File: src/hdl/iam_pkg.sv
// Constants and types shared by the access control entry matcher.
package iam_pkg;
    // Register byte offsets on the AHB-Lite slave.
    localparam logic [7:0]  OFS_CTRL      = 8'h00;
    localparam logic [7:0]  OFS_PROTO_VAL = 8'h04;
    localparam logic [7:0]  OFS_SRC_ADDR  = 8'h08;
    localparam logic [7:0]  OFS_SRC_MASK  = 8'h0C;
    localparam logic [7:0]  OFS_DST_ADDR  = 8'h10;
    localparam logic [7:0]  OFS_DST_MASK  = 8'h14;
    localparam logic [7:0]  OFS_COUNT     = 8'h18;
    localparam logic [7:0]  OFS_STATUS    = 8'h1C;
    localparam int unsigned ADDR_LSB      = 2;
    localparam int unsigned ADDR_MSB      = 7;

    // Field positions in the control register.
    localparam int unsigned CTRL_FTYPE    = 0;
    localparam int unsigned CTRL_PROTO_LO = 1;
    localparam int unsigned CTRL_TTL_LO   = 4;
    localparam int unsigned CTRL_FRAG_LO  = 6;
    localparam int unsigned CTRL_OPT_LO   = 8;
    localparam int unsigned CTRL_SRC_LO   = 10;
    localparam int unsigned CTRL_DST_LO   = 12;
    localparam int unsigned CTRL_WIDTH    = 14;

    // Reset values.
    localparam logic [13:0] CTRL_RST      = 14'h0000;
    localparam logic [7:0]  PROTO_RST     = 8'h00;
    localparam logic [31:0] ADDR_RST      = 32'h0000_0000;
    localparam logic [31:0] MASK_RST      = 32'h0000_0000;
    localparam logic [31:0] COUNT_RST     = 32'h0000_0000;

    // Well-known IPv4 protocol numbers.
    localparam logic [7:0]  PROTO_ICMP    = 8'h01;
    localparam logic [7:0]  PROTO_TCP     = 8'h06;
    localparam logic [7:0]  PROTO_UDP     = 8'h11;

    // Protocol filter selection.
    typedef enum logic [2:0] {
        PM_ANY      = 3'h0,
        PM_SPECIFIC = 3'h1,
        PM_ICMP     = 3'h2,
        PM_UDP      = 3'h3,
        PM_TCP      = 3'h4
    } iam_proto_mode_t;

    // Three-way flag setting shared by time-to-live, fragment and options.
    typedef enum logic [1:0] {
        TM_ANY = 2'h0,
        TM_NO  = 2'h1,
        TM_YES = 2'h2
    } iam_tri_mode_t;

    // Address filter selection.
    typedef enum logic [1:0] {
        AM_ANY     = 2'h0,
        AM_HOST    = 2'h1,
        AM_NETWORK = 2'h2
    } iam_addr_mode_t;
endpackage : iam_pkg

File: src/hdl/iam_matcher.sv
// Matching logic and AHB-Lite register file for one IPv4 access control entry.
//
// The address map and the AHB-Lite register port were left to the implementer.
`timescale 1ns/1ps

// Notes on behaviour
// - IPv4 settings only apply when the entry's frame type selection is IPv4.
// - Protocol filter any ignores the protocol field.
// - Specific protocol filter matches only the configured 8-bit protocol value.
// - ICMP selection needs protocol ICMP and passing ICMP sub-parameters.
// - UDP selection needs protocol UDP and passing UDP sub-parameters.
// - TCP selection needs protocol TCP and passing TCP sub-parameters.
// - Time-to-live setting is zero, non-zero or any; any ignores it.
// - Setting zero refuses frames whose time-to-live exceeds zero.
// - Setting non-zero lets frames with time-to-live above zero match.
// - Fragmented means more-fragments set or fragment offset above zero.
// - Fragment no rejects fragmented, yes requires fragmented, any ignores it.
// - Options setting no refuses frames with the options flag set.
// - Options yes requires the flag set; any ignores the flag.
// - Source filter any ignores the source address.
// - Source filter host needs an exact source address match.
// - Source filter network compares only bits selected by the source mask.
// - Destination filter network compares only bits selected by the destination mask.
// - A per-entry counter counts frames that matched the entry.
module iam_matcher (
    input  wire logic        MCLK_I,
    input  wire logic        RST_I,
    input  wire logic        HSEL_I,
    input  wire logic [31:0] HADDR_I,
    input  wire logic [1:0]  HTRANS_I,
    input  wire logic        HWRITE_I,
    input  wire logic [2:0]  HSIZE_I,
    input  wire logic [31:0] HWDATA_I,
    input  wire logic        HREADY_I,
    output logic      [31:0] HRDATA_O,
    output logic             HREADYOUT_O,
    output logic             HRESP_O,
    input  wire logic        FRM_VALID_I,
    input  wire logic        FRM_IS_IPV4_I,
    input  wire logic [7:0]  FRM_PROTO_I,
    input  wire logic [7:0]  FRM_TTL_I,
    input  wire logic        FRM_MORE_FRAG_I,
    input  wire logic [12:0] FRM_FRAGMENT_OFFSET_FIELD_I,
    input  wire logic        FRM_OPTIONS_I,
    input  wire logic [31:0] FRM_SRC_ADDR_I,
    input  wire logic [31:0] FRM_DST_ADDR_I,
    input  wire logic        FRM_L4_PARAM_OK_I,
    output logic             MATCH_VALID_O,
    output logic             MATCH_O
);

    // Configuration registers.
    logic [13:0] ctrl_r;
    logic [7:0]  proto_val_r;
    logic [31:0] ip_addr_r [2];
    logic [31:0] ip_mask_r [2];
    logic [31:0] count_r;
    logic [31:0] count_nxt;
    logic        last_match_r;

    // Bus pipeline state.
    logic        wr_pend_r;
    logic        rd_pend_r;
    logic [5:0]  addr_r;
    logic [31:0] hrdata_r;
    logic        hreadyout_r;
    // The response is always OKAY; a flop keeps this output registered like the others.
    logic        hresp_r;

    // Decoded configuration fields.
    wire logic        cfg_ipv4;
    wire logic [2:0]  cfg_proto;
    wire logic [1:0]  cfg_ttl;
    wire logic [1:0]  cfg_frag;
    wire logic [1:0]  cfg_opt;
    wire logic [1:0]  cfg_addr [2];

    assign cfg_ipv4    = ctrl_r[iam_pkg::CTRL_FTYPE];
    assign cfg_proto   = ctrl_r[iam_pkg::CTRL_PROTO_LO +: 3];
    assign cfg_ttl     = ctrl_r[iam_pkg::CTRL_TTL_LO +: 2];
    assign cfg_frag    = ctrl_r[iam_pkg::CTRL_FRAG_LO +: 2];
    assign cfg_opt     = ctrl_r[iam_pkg::CTRL_OPT_LO +: 2];
    assign cfg_addr[0] = ctrl_r[iam_pkg::CTRL_SRC_LO +: 2];
    assign cfg_addr[1] = ctrl_r[iam_pkg::CTRL_DST_LO +: 2];

    // Protocol filter.
    wire logic proto_ok;
    wire logic is_icmp;
    wire logic is_udp;
    wire logic is_tcp;

    assign is_icmp = FRM_PROTO_I == iam_pkg::PROTO_ICMP;
    assign is_udp  = FRM_PROTO_I == iam_pkg::PROTO_UDP;
    assign is_tcp  = FRM_PROTO_I == iam_pkg::PROTO_TCP;

    // Unused protocol codes never match, so a bad write cannot widen the entry.
    assign proto_ok =
        (cfg_proto == iam_pkg::PM_ANY) ||
        ((cfg_proto == iam_pkg::PM_SPECIFIC) && (FRM_PROTO_I == proto_val_r)) ||
        ((cfg_proto == iam_pkg::PM_ICMP) && is_icmp && FRM_L4_PARAM_OK_I) ||
        ((cfg_proto == iam_pkg::PM_UDP) && is_udp && FRM_L4_PARAM_OK_I) ||
        ((cfg_proto == iam_pkg::PM_TCP) && is_tcp && FRM_L4_PARAM_OK_I);

    // Time-to-live filter.
    wire logic ttl_nonzero;
    wire logic ttl_ok;

    assign ttl_nonzero = FRM_TTL_I != 8'h00;
    assign ttl_ok =
        (cfg_ttl == iam_pkg::TM_ANY) ||
        ((cfg_ttl == iam_pkg::TM_NO) && !ttl_nonzero) ||
        ((cfg_ttl == iam_pkg::TM_YES) && ttl_nonzero);

    // Fragment filter.
    wire logic fragmented;
    wire logic frag_ok;

    assign fragmented = FRM_MORE_FRAG_I || (FRM_FRAGMENT_OFFSET_FIELD_I != 13'h0000);
    assign frag_ok =
        (cfg_frag == iam_pkg::TM_ANY) ||
        ((cfg_frag == iam_pkg::TM_NO) && !fragmented) ||
        ((cfg_frag == iam_pkg::TM_YES) && fragmented);

    // Options filter.
    wire logic opt_ok;

    assign opt_ok =
        (cfg_opt == iam_pkg::TM_ANY) ||
        ((cfg_opt == iam_pkg::TM_NO) && !FRM_OPTIONS_I) ||
        ((cfg_opt == iam_pkg::TM_YES) && FRM_OPTIONS_I);

    // Address filters: index 0 is source, index 1 is destination.
    wire logic [31:0] frm_addr [2];
    wire logic [1:0]  addr_ok;

    assign frm_addr[0] = FRM_SRC_ADDR_I;
    assign frm_addr[1] = FRM_DST_ADDR_I;

    genvar gi;
    generate
        for (gi = 0; gi < 2; gi++)
        begin : g_addr
            wire logic host_eq;
            wire logic net_eq;

            assign host_eq = frm_addr[gi] == ip_addr_r[gi];
            assign net_eq  = (frm_addr[gi] & ip_mask_r[gi]) ==
                             (ip_addr_r[gi] & ip_mask_r[gi]);
            assign addr_ok[gi] =
                (cfg_addr[gi] == iam_pkg::AM_ANY) ||
                ((cfg_addr[gi] == iam_pkg::AM_HOST) && host_eq) ||
                ((cfg_addr[gi] == iam_pkg::AM_NETWORK) && net_eq);
        end
    endgenerate

    // Entry verdict.
    wire logic ip_all_ok;
    wire logic entry_match;

    assign ip_all_ok = FRM_IS_IPV4_I && proto_ok && ttl_ok &&
                       frag_ok && opt_ok && (&addr_ok);
    // Without the IPv4 selection the IP settings drop out of the verdict.
    assign entry_match = cfg_ipv4 ? ip_all_ok : 1'b1;

    // Bus address phase decode.
    // Only address bits 7:2 are decoded, so the map repeats every 256 bytes.
    wire logic        bus_take;
    wire logic        bus_wr_take;
    wire logic        bus_rd_take;
    wire logic [7:0]  wr_ofs;
    wire logic [7:0]  rd_ofs;
    wire logic        count_clr;
    wire logic        count_inc;
    wire logic [31:0] rd_mux;

    assign bus_take    = HSEL_I && HTRANS_I[1] && HREADY_I;
    assign bus_wr_take = bus_take && HWRITE_I;
    assign bus_rd_take = bus_take && !HWRITE_I;
    assign wr_ofs      = {addr_r, 2'b00};
    assign rd_ofs      = {addr_r, 2'b00};

    assign count_clr = wr_pend_r && (wr_ofs == iam_pkg::OFS_COUNT);
    assign count_inc = FRM_VALID_I && entry_match;

    // A match in the cycle of a clear is kept: the counter then restarts at one.
    assign count_nxt = count_inc ? (count_clr ? 32'h0000_0001 : count_r + 32'h0000_0001)
                                 : (count_clr ? iam_pkg::COUNT_RST : count_r);

    assign rd_mux =
        (rd_ofs == iam_pkg::OFS_CTRL)      ? {18'h00000, ctrl_r} :
        (rd_ofs == iam_pkg::OFS_PROTO_VAL) ? {24'h000000, proto_val_r} :
        (rd_ofs == iam_pkg::OFS_SRC_ADDR)  ? ip_addr_r[0] :
        (rd_ofs == iam_pkg::OFS_SRC_MASK)  ? ip_mask_r[0] :
        (rd_ofs == iam_pkg::OFS_DST_ADDR)  ? ip_addr_r[1] :
        (rd_ofs == iam_pkg::OFS_DST_MASK)  ? ip_mask_r[1] :
        (rd_ofs == iam_pkg::OFS_COUNT)     ? count_r :
        (rd_ofs == iam_pkg::OFS_STATUS)    ? {31'h00000000, last_match_r} :
                                             32'h0000_0000;

    // Bus pipeline. Reads take one wait state so that a write in the
    // preceding data phase is always visible to them.
    always_ff @(posedge MCLK_I)
    begin
        if (RST_I)
        begin
            wr_pend_r   <= 1'b0;
            rd_pend_r   <= 1'b0;
            addr_r      <= 6'h00;
            hrdata_r    <= 32'h0000_0000;
            hreadyout_r <= 1'b1;
            hresp_r     <= 1'b0;
        end
        else
        begin
            wr_pend_r <= bus_wr_take;
            hresp_r   <= 1'b0;
            if (bus_take)
            begin
                addr_r <= HADDR_I[iam_pkg::ADDR_MSB:iam_pkg::ADDR_LSB];
            end
            if (bus_rd_take)
            begin
                rd_pend_r   <= 1'b1;
                hreadyout_r <= 1'b0;
            end
            else if (rd_pend_r)
            begin
                rd_pend_r   <= 1'b0;
                hrdata_r    <= rd_mux;
                hreadyout_r <= 1'b1;
            end
        end
    end

    // Configuration writes in the data phase.
    always_ff @(posedge MCLK_I)
    begin
        if (RST_I)
        begin
            ctrl_r       <= iam_pkg::CTRL_RST;
            proto_val_r  <= iam_pkg::PROTO_RST;
            ip_addr_r[0] <= iam_pkg::ADDR_RST;
            ip_mask_r[0] <= iam_pkg::MASK_RST;
            ip_addr_r[1] <= iam_pkg::ADDR_RST;
            ip_mask_r[1] <= iam_pkg::MASK_RST;
        end
        else if (wr_pend_r)
        begin
            if (wr_ofs == iam_pkg::OFS_CTRL)
            begin
                ctrl_r <= HWDATA_I[iam_pkg::CTRL_WIDTH-1:0];
            end
            if (wr_ofs == iam_pkg::OFS_PROTO_VAL)
            begin
                proto_val_r <= HWDATA_I[7:0];
            end
            if (wr_ofs == iam_pkg::OFS_SRC_ADDR)
            begin
                ip_addr_r[0] <= HWDATA_I;
            end
            if (wr_ofs == iam_pkg::OFS_SRC_MASK)
            begin
                ip_mask_r[0] <= HWDATA_I;
            end
            if (wr_ofs == iam_pkg::OFS_DST_ADDR)
            begin
                ip_addr_r[1] <= HWDATA_I;
            end
            if (wr_ofs == iam_pkg::OFS_DST_MASK)
            begin
                ip_mask_r[1] <= HWDATA_I;
            end
        end
    end

    // Match result, status and counter.
    always_ff @(posedge MCLK_I)
    begin
        if (RST_I)
        begin
            count_r       <= iam_pkg::COUNT_RST;
            last_match_r  <= 1'b0;
            MATCH_VALID_O <= 1'b0;
            MATCH_O       <= 1'b0;
        end
        else
        begin
            count_r       <= count_nxt;
            MATCH_VALID_O <= FRM_VALID_I;
            MATCH_O       <= count_inc;
            if (FRM_VALID_I)
            begin
                last_match_r <= entry_match;
            end
        end
    end

    assign HRDATA_O    = hrdata_r;
    assign HREADYOUT_O = hreadyout_r;
    assign HRESP_O     = hresp_r;

endmodule : iam_matcher

File: config.mk
export PLATFORM = sky130hd
export DESIGN_NAME = iam_matcher
export DESIGN_NICKNAME = d
export VERILOG_FILES = /design/src/hdl/iam_pkg.sv /design/src/hdl/iam_matcher.sv
export SDC_FILE = /design/constraint.sdc
export NUM_CORES = 1
export LEC_CHECK = 0
export ABC_AREA = 1
export BUFFER_PORTS_ARGS = -buffer_cell sky130_fd_sc_hd__buf_2
export CAP_MARGIN = 20
export CORE_MARGIN = 4
export CORE_UTILIZATION = 50
export CTS_BUF_LIST = sky130_fd_sc_hd__clkbuf_4
export CTS_CLUSTER_SIZE = 24
export DETAILED_ROUTE_END_ITERATION = 10
export PLACE_DENSITY = 0.74
export SETUP_SLACK_MARGIN = 0.05
export SYNTH_ARGS = -nofsm -noshare
export SYNTH_HDL_FRONTEND = slang
export SYNTH_SLANG_ARGS = --single-unit
export TNS_END_PERCENT = 100
File: constraint.sdc
create_clock -name MCLK_I -period 6.3 [get_ports MCLK_I]
set_input_delay 1.26 -clock MCLK_I [delete_from_list [all_inputs] [get_ports MCLK_I]]
set_output_delay 1.26 -clock MCLK_I [all_outputs]
set_load 0.05 [all_outputs]
==> results.ini, run 1 <==
[run_status]
status = finished, final reports clean

[clocking]
cts_setup_buffers = 0
clockBufferDepth = 3
clock-root-buffer = clkbuf_4
clock-sinks = 226
cts_buffers = 58
ctsResizeCount = 0
clk_pin_slew_ns = 0.07
hold_buffers = 0
cts_tree = yes
clock_latency_ns = 0.70
h-tree-depth = 2

[placement]
dpl_cell_area_um2 = 13200
port_buffers = 176
gp_congestion = 0.927
hpwl_mm = 28.6

[global_routing]
overflow = 0
gr-usage-all-layers = 0.299
antenna_found_initial = 2
grt_pass1_vias = 11535
grt_pass1_wl_mm = 61.8
grt_max_degree = 47

[timing]
finalSetupViolations = 0
fmax_ghz = 0.245
skew_ns = 0.0305
fin_crit_ns = 4.08
tns_ns = 0
worst_pin_slew_ns = 1.13
slew_headroom = 0.242
post-route-period-util = 0.647
drv_slew = 0
grt_setup_unrepaired = no
hold_violations = 0

[detailed_routing]
vias_per_cell = 5.54
route.detailed.drc = 0
finalWirelength_mm = 40.5
wl_per_cell_um = 18.5
antenna_left = 0
dr.pass1.iters = 6
num_vias = 12159
drtIter0Drc = 1187

[pwr]
power_mw = 3.25
power_leakage_nw = 6.31
powerDensity_nw_per_um2 = 232
ir_drop_v = 0.000164

[setup_path]
cp_slowest_cell = nor2_2
slowest_delay_ns = 1.10
path_cells = inv_2 > nor2_1 > inv_2 > nor3_4 > buf_4 > nand2_1 > nor2_2 > nor2_1 > o21ai_0 > nor2_1
crit_top_cell = nor2_1
critPathKind = flop to flop
required_ns = 6.88
end_kind = flop
cp.arrival_ns = 4.66
reg2reg_setup_slack_ns = 2.22
critical_path.startpoint_type = flop
path_max_fanout = 46

[synth]
synth-seq-cells = 226
yosysWarnings = 0
synth_fp_nets = 1806
postSynthAreaPerCell_um2 = 7.40
syn_area_um2 = 12100
seq_area_frac_synth = 0.480
syn_inst = 1633
yosys.cell_types.count = 36

[min_path]
min_path_type = flop to flop

[cells_and_area]
final_nets = 1995
fill_cells = 2206
design_area_um2 = 14000
final_cell_mix = nand2_1, nor2_1, inv_1
final_common_cell = nand2_1
layout-drive-gt1-share = 0.170
multiInputGateArea_um2 = 5250
register_area_um2 = 5810
syn_to_final_growth_pct = 16.0

[die]
num_io_pins = 208
die_h_um = 164
initial_utilization = 0.512
fp-row-count = 56
die_w_um = 164
die_area_um2 = 26700
core_area_um2 = 23600

[job]
drv_cap = 0

==> cell families after synthesis <==
group,share of synthesized area
AO/OA/AOI/OAI,0.107
flip-flops,0.480
buffers and inverters,0.0891
AND/OR/NAND/NOR,0.301
XOR/XNOR,0.0217
other,0.000310
adder cells (fa/ha/maj),0.00103
==> cell usage after synthesis <==
cell | number | area (um^2)
or2_1 | 6 | 37.5
a31oi_1 | 8 | 50.1
a221o_1 | 1 | 10.0
or2_2 | 6 | 37.5
nand2_2 | 3 | 18.8
nor4_4 | 1 | 21.3
o21ai_1 | 16 | 80.1
nand4_1 | 26 | 163
dfxtp_1 | 98 | 1960
edfxtp_1 | 128 | 3840
nor3_4 | 1 | 16.3
buf_4 | 4 | 30.0
conb_1 | 1 | 3.75
xor2_1 | 25 | 219
nor3_1 | 17 | 85.1
clkbuf_1 | 41 | 154
a211oi_1 | 1 | 7.51
o211ai_1 | 2 | 15.0
buf_1 | 2 | 7.51
xnor2_1 | 5 | 43.8
o221ai_1 | 8 | 70.1
o21ai_0 | 67 | 335
inv_2 | 5 | 18.8
inv_1 | 205 | 769
buf_2 | 12 | 60.1
nor4_1 | 6 | 37.5
buf_8 | 1 | 15.0
a21oi_1 | 126 | 631
ha_1 | 1 | 12.5
a41oi_1 | 1 | 8.76
nand2_1 | 382 | 1430
nand3_1 | 172 | 861
o2111ai_1 | 10 | 87.6
nor2_1 | 239 | 897
buf_6 | 2 | 22.5
nor2_2 | 4 | 25.0
==> final timing paths <==
| check | startpoint | end | cells after the start |
|---|---|---|---|
| worst min register to register | HRDATA_O[29]$_SDFFE_PP0P_ | HRDATA_O[29]$_SDFFE_PP0P_ | 2 |
| worst min-delay path | HRDATA_O[29]$_SDFFE_PP0P_ | HRDATA_O[29]$_SDFFE_PP0P_ | 2 |
| worst max register to register | addr_r[2]$_SDFFE_PP0P_ | count_r[1]$_SDFFE_PP0P_ | 10 |
| worst max-delay path | addr_r[2]$_SDFFE_PP0P_ | count_r[1]$_SDFFE_PP0P_ | 10 |
==> where the power goes <==
group	internal, mW	switching (mW)
clock	0.682	0.634
sequential	1.59	0.0251
combinational	0.0947	0.219
==> per-stage QoR <==
stage                     hold slack [ns]  cells  worst slack [ns]   util
after global routing                0.493   2193              2.07  0.594
after detailed placement            0.456   2081              2.23  0.561
final                               0.462   2193              2.22  0.594
after CTS                           0.465   2191              2.38  0.594
after global placement              0.452   2081              2.25  0.561
after floorplan                     0.435   1633              2.37      -
==> metal layers <==
layer	routed length (um)	vias to the layer above	global-route usage
met4	1400	0	0.103
met2	18900	725	0.491
met5	0	-	0
met1	15900	5534	0.404
li1	-	5782	-
met3	4310	118	0.0469
==> worst max-delay path: cells and delay by family (launching register included) <==
family / cells / cell delay (ns)
DFF: 1 / 0.32
and+or+nand+nor: 6 / 2.79
buffers and inverters: 3 / 0.64
AOI/OAI and AO/OA: 1 / 0.20
==> sequential cells by signal, summed over array words and instances (netlist names) <==
register       flops
ip_addr_r         64
ip_mask_r         64
HRDATA_O          32
count_r           32
ctrl_r            14
proto_val_r        8
addr_r             6
HREADYOUT_O        1
MATCH_O            1
MATCH_VALID_O      1
last_match_r       1
rd_pend_r          1
wr_pend_r          1
==> area by class of cell <==
class | instances | share of cell area
flip-flops and latches | 226 | 0.414
multi-input cells | 1135 | 0.375
repair buffers | 191 | 0.0708
inverters | 210 | 0.0562
clock buffers | 95 | 0.0509
well taps | 319 | 0.0285
clock inverters | 15 | 0.00464
diodes | 2 | 0.000357
Note: power is estimated with default switching activity, not from simulation.
==> run 2, diff against run 1 <==
==> constraint.sdc (replaced) <==
create_clock -name MCLK_I -period 3.9 [get_ports MCLK_I]
set_input_delay 0.78 -clock MCLK_I [delete_from_list [all_inputs] [get_ports MCLK_I]]
set_output_delay 0.78 -clock MCLK_I [all_outputs]
set_load 0.05 [all_outputs]
==> run 2 against run 1 <==
Net effect:
- non-clock buffer count is 7 higher
- global-route usage is 0.35 points higher
- routed wire length is 1.6% higher
- combinational power is 64% higher
- die area stayed put
- highest routed layer is now met5
- worst hold slack worse by 0.14 ns
- critical path depth is 1 lower
- largest power group unchanged
==> results.ini, run 2 (synthesis gave the netlist of run 1 again) <==
[global_routing]
use_met1 = 0.410  ; +0.00550
antenna_found_initial = 2  ; unchanged
grt_pass1_wl_mm = 62.2  ; +0.69%
grt_pass1_vias = 11566  ; +0.27%
grt_use_met3 = 0.0507  ; +0.00379
overflow = 0  ; unchanged
grt-busiest-layer = met2
grt_max_degree = 45  ; -4.3%
gr-usage-all-layers = 0.302  ; +0.00347
gr-usage-met2 = 0.487  ; -0.00358

[placement]
hpwl_mm = 28.6  ; +0.24%
port_buffers = 176  ; unchanged
dpl_cell_area_um2 = 13300  ; +0.47%
gp_congestion = 0.925  ; -0.25%

[pwr]
power_mw = 5.31  ; +63%
ir_drop_v = 0.000266  ; +63%
powerDensity_nw_per_um2 = 376  ; +62%
power_leakage_nw = 6.35  ; +0.74%

[clocking]
clock_latency_ns = 0.72  ; +0.02 ns
clockBufferDepth = 3  ; unchanged
h-tree-depth = 2  ; unchanged
cts_tree = yes
clock-root-buffer = clkbuf_4
clk_pin_slew_ns = 0.06  ; about the same
ctsResizeCount = 0  ; unchanged
cts_setup_buffers = 0  ; unchanged
clock-sinks = 226  ; unchanged
hold_buffers = 0  ; unchanged
cts_buffers = 60  ; +3.4%

[timing]
skew_ns = 0.0428  ; +0.0123 ns
tns_ns = 0  ; unchanged
drv_slew = 0  ; unchanged
hold_violations = 0  ; unchanged
grt_setup_unrepaired = no
fmax_ghz = 0.353  ; +44%
worst_pin_slew_ns = 0.853  ; -0.279 ns
post-route-period-util = 0.727  ; +0.0799
fin_crit_ns = 2.84  ; -1.24 ns
finalSetupViolations = 0  ; unchanged
slew_headroom = 0.431  ; +0.188

[cells_and_area]
final_common_cell = nand2_1
final_nets = 2004  ; +0.45%
design_area_um2 = 14100  ; +0.66%
layout-drive-gt1-share = 0.171  ; +0.000780
final_cell_mix = nand2_1, nor2_1, inv_1
top_regs = ip_addr_r: 64 flops, ip_mask_r: 64 flops
syn_to_final_growth_pct = 16.7

[setup_path]
path_max_fanout = 21  ; -54%
required_ns = 4.49  ; -2.39 ns
critPathKind = flop to flop
startpoint = addr_r[1]$_SDFFE_PP0P_
cp.arrival_ns = 3.42  ; -1.24 ns
reg2reg_setup_slack_ns = 1.06  ; -1.16 ns
critical-path-top-delay-family = simple AND/OR/NAND/NOR gates
slowest_delay_ns = 0.65  ; -0.45 ns
cp_slowest_cell = nor2_2
r2r_start = addr_r[1]$_SDFFE_PP0P_
path_buf_inv = 3  ; unchanged
crit_top_cell = nor2_1
end_kind = flop
path_cells = inv_1 > nor2_2 > nand2_1 > nor2_1 > buf_4 > nor2_1 > buf_4 > nand2_1 > nor2_1
critical_path.startpoint_type = flop

[detailed_routing]
dr.pass1.iters = 9  ; +3
finalWirelength_mm = 41.2  ; +1.6%
route.detailed.drc = 0  ; unchanged
wl_per_cell_um = 18.7  ; +1.2%
drtIter0Drc = 1368  ; +15%
vias_per_cell = 5.53  ; -0.28%
num_vias = 12169  ; +0.082%
antenna_left = 0  ; unchanged

[die]
die_h_um = 164  ; unchanged
die_area_um2 = 26700  ; unchanged
core_area_um2 = 23600  ; unchanged
num_io_pins = 208  ; unchanged
fp-row-count = 56  ; unchanged
die_w_um = 164  ; unchanged
initial_utilization = 0.512  ; unchanged

[min_path]
min_path_type = primary input to flop
hp-start = HWRITE_I

[job]
drv_cap = 0  ; unchanged

[run_status]
status = finished, final reports clean

[run 2: changes by cell type in the layout (fill, tap and decap cells not counted), sizes merged]
cell / previous run / this run
clkinvlp: 1 / 0
inv: 211 / 210
clkinv: 13 / 17
clkbuf: 95 / 94
diode: 2 / 1
bufinv: 0 / 1
buf: 191 / 198
[run 2: cell type report]
| type | instances | area (um^2) |
|---|---|---|
| Fill cell | 2200 | 9500 |
| Inverter | 210 | 788 |
| Clock buffer | 94 | 706 |
| Multi-Input combinational cell | 1135 | 5260 |
| Sequential cell | 226 | 5810 |
| Clock inverter | 18 | 97.6 |
| Antenna cell | 1 | 2.50 |
| Timing Repair Buffer | 198 | 1060 |
| Tap cell | 319 | 399 |
[run 2: worst paths after layout]
| check | to | cells after the start |
|---|---|---|
| max | count_r[12]$_SDFFE_PP0P_ | 9 |
| min | wr_pend_r$_SDFF_PP0_ | 3 |
| max reg2reg | count_r[12]$_SDFFE_PP0P_ | 9 |
| min reg2reg | HRDATA_O[15]$_SDFFE_PP0P_ | 2 |
[run 2: layer usage]
layer / wire (um) / up-vias
met5: 13 / -
met4: 1450 / 2
li1: - / 5802
met3: 4220 / 106
met2: 19000 / 650
met1: 16500 / 5609
[run 2: power breakdown]
group	switching, mW	internal (mW)	total [mW]
Sequential	0.0411	2.57	2.61
Combinational	0.357	0.157	0.514
Clock	1.02	1.16	2.18
[run 2: per-stage QoR]
| step | instances | util | setup slack (ns) | hold slack (ns) |
|---|---|---|---|---|
| floorplan | 1633 | - | 0.175 | 0.435 |
| CTS | 2199 | 0.597 | 1.16 | 0.290 |
| global placement | 2087 | 0.563 | 0.985 | 0.451 |
| global route | 2201 | 0.598 | 0.846 | 0.302 |
| finish | 2201 | 0.598 | 1.06 | 0.322 |
| detailed placement | 2087 | 0.563 | 0.968 | 0.452 |
[run 2: worst min-delay path, cell delays in order]
cell     delay (ns)
buf_2          0.10
nand2_1        0.06
nor2_1         0.04
==> run 3, diff against run 2 <==
==> constraint.sdc (replaced) <==
create_clock -name MCLK_I -period 2.7 [get_ports MCLK_I]
set_input_delay 0.54 -clock MCLK_I [delete_from_list [all_inputs] [get_ports MCLK_I]]
set_output_delay 0.54 -clock MCLK_I [all_outputs]
set_load 0.05 [all_outputs]
==> run 3 against run 2 <==
Net effect:
- register-to-register slack lost 0.78 ns
- setup slack lost 0.78 ns
- clock skew rose by 0.0035 ns
- sequential cell count stayed put
- critical path type unchanged
- core utilization increased by 0.24 points
- sequential power is 44% higher
- routed wire length down 3.2%
- via count down 0.53%
- clock power is 32% higher
==> results.ini, run 3 (synthesis gave the netlist of run 1 again) <==
[timing]
finalSetupViolations = 0  ; unchanged
fmax_ghz = 0.413  ; +17%
skew_ns = 0.0463  ; +0.00353 ns
fin_crit_ns = 2.42  ; -0.418 ns
slew_headroom = 0.273  ; -0.158
hold_ws_ns = 0.100  ; -0.222 ns
post-route-period-util = 0.896  ; +0.169
hold_violations = 0  ; unchanged
grt_setup_unrepaired = yes
tns_ns = 0  ; unchanged
worst_pin_slew_ns = 1.09  ; +0.234 ns
drv_slew = 0  ; unchanged
fin_ws_ns = 0.281  ; -0.782 ns

[detailed_routing]
finalWirelength_mm = 39.9  ; -3.2%
drtIter0Drc = 1183  ; -14%
route.detailed.drc = 0  ; unchanged
vias_per_cell = 5.48  ; -0.89%
num_vias = 12104  ; -0.53%
antenna_left = 0  ; unchanged
dr.pass1.iters = 6  ; -3
wl_per_cell_um = 18.0  ; -3.5%

[die]
die_h_um = 164  ; unchanged
core_area_um2 = 23600  ; unchanged
die_w_um = 164  ; unchanged
die_area_um2 = 26700  ; unchanged
initial_utilization = 0.512  ; unchanged
num_io_pins = 208  ; unchanged
fp-row-count = 56  ; unchanged

[cells_and_area]
final_cells = 2209  ; +0.36%
final_cell_mix = nand2_1, nor2_1, inv_1
layout-drive-gt1-share = 0.170  ; -0.000725
top_regs = ip_addr_r: 64 flops, ip_mask_r: 64 flops
design_area_um2 = 14200  ; +0.41%
final_nets = 2012  ; +0.40%
syn_to_final_growth_pct = 17.2
utilization = 0.600  ; +0.00244
final_common_cell = nand2_1

[global_routing]
use_met1 = 0.388  ; -0.0213
grt_max_degree = 45  ; unchanged
grt_use_met3 = 0.0543  ; +0.00353
grt_pass1_vias = 11451  ; -0.99%
grt-busiest-layer = met2
gr-usage-all-layers = 0.294  ; -0.00776
grt_pass1_wl_mm = 60.6  ; -2.6%
gr-usage-met2 = 0.480  ; -0.00679
antenna_found_initial = 2  ; unchanged
overflow = 0  ; unchanged

[setup_path]
cp.arrival_ns = 3.04  ; -0.38 ns
required_ns = 3.32  ; -1.17 ns
path_max_fanout = 21  ; unchanged
critical_path.startpoint_type = flop
critPathKind = flop to flop
end_kind = flop

[placement]
gp_congestion = 0.960  ; +3.8%
hpwl_mm = 28.4  ; -0.78%
dp.cells = 2097  ; +0.48%
dpl_worst_slack_ns = -0.0113  ; -0.980 ns
dpl_cell_area_um2 = 13400  ; +0.96%
port_buffers = 176  ; unchanged

[pwr]
ir_drop_v = 0.000319  ; +20%
p_seq_frac = 0.510  ; +0.017
clkPwrFrac = 0.389  ; -0.022
intPower_mw = 5.35  ; +38%
switchingPower_mw = 2.04  ; +44%
power_leakage_nw = 6.38  ; +0.35%
p_comb_frac = 0.101  ; +0.004
power_mw = 7.39  ; +39%
powerDensity_nw_per_um2 = 522  ; +39%
switching_share = 0.276  ; +0.00854

[clocking]
clock_latency_ns = 0.73  ; about the same
cts_tree = yes
clk_pin_slew_ns = 0.07  ; about the same
clockBufferDepth = 3  ; unchanged
clock-sinks = 226  ; unchanged
cts_buffers = 59  ; -1.7%
h-tree-depth = 2  ; unchanged
clock-root-buffer = clkbuf_4

[run_status]
status = finished, final reports clean

[job]
drv_cap = 0  ; unchanged

[min_path]
min_path_type = primary input to flop

==> run 3: cell types whose count changed in the layout (fill, tap and decap cells not counted), moves of 4 or more <==
cell,delta
buf_12,+5
buf_4,+4
clkbuf_4,-14
clkinv_1,+7
clkinv_2,+5
==> run 3: per-layer routing <==
layer	part of all wire	vias to the layer above	wire length (um)
met1	0.40	5582	15900
met2	0.47	605	18700
li1	-	5815	-
met3	0.10	100	4000
met4	0.032	2	1290
met5	0.00033	-	13
==> run 3: cell type report <==
type | count | area, um^2
Antenna cell | 1 | 2.50
Clock buffer | 80 | 601
Clock inverter | 31 | 135
Fill cell | 2187 | 9440
Inverter | 210 | 788
Multi-Input combinational cell | 1135 | 5250
Sequential cell | 226 | 5810
Tap cell | 319 | 399
Timing Repair Buffer | 207 | 1190
==> run 3: path summary, 6_finish.rpt <==
path	start	to	slack, ns	depth (start not counted)
max	addr_r[0]$_SDFFE_PP0P_	count_r[1]$_SDFFE_PP0P_	0.28	8
min	HWRITE_I	wr_pend_r$_SDFF_PP0_	0.10	3
max reg2reg	addr_r[0]$_SDFFE_PP0P_	count_r[1]$_SDFFE_PP0P_	0.28	8
min reg2reg	addr_r[2]$_SDFFE_PP0P_	addr_r[2]$_SDFFE_PP0P_	0.46	2
==> run 3: worst max-delay path, stage by stage, from the launching register on <==
cell and delay (ns):
dfxtp_1 0.42, nor2_2 0.07, buf_4 0.20, nand2_1 0.08, buf_4 0.28, nor2_1 0.09, nor2_1 0.83, o21ai_0 0.22
nor2_1 0.13
==> run 3: power by group through the flow <==
stage / Combinational, mW / Sequential [mW] / Clock, mW
CTS: 0.732 / 3.77 / 2.94
global placement: 0.720 / 3.84 / 0
finish: 0.745 / 3.77 / 2.88
floorplan: 0.388 / 3.86 / 0
detailed placement: 0.728 / 3.85 / 0
global route: 0.812 / 3.78 / 3.12
==> run 3: repair_timing <==
item / 4_1_cts / 5_1_grt
setup buffers: 0 / 0
resized for setup: 0 / 1
hold buffers: 0 / 0
endpoints found under the setup margin: 0 / 4
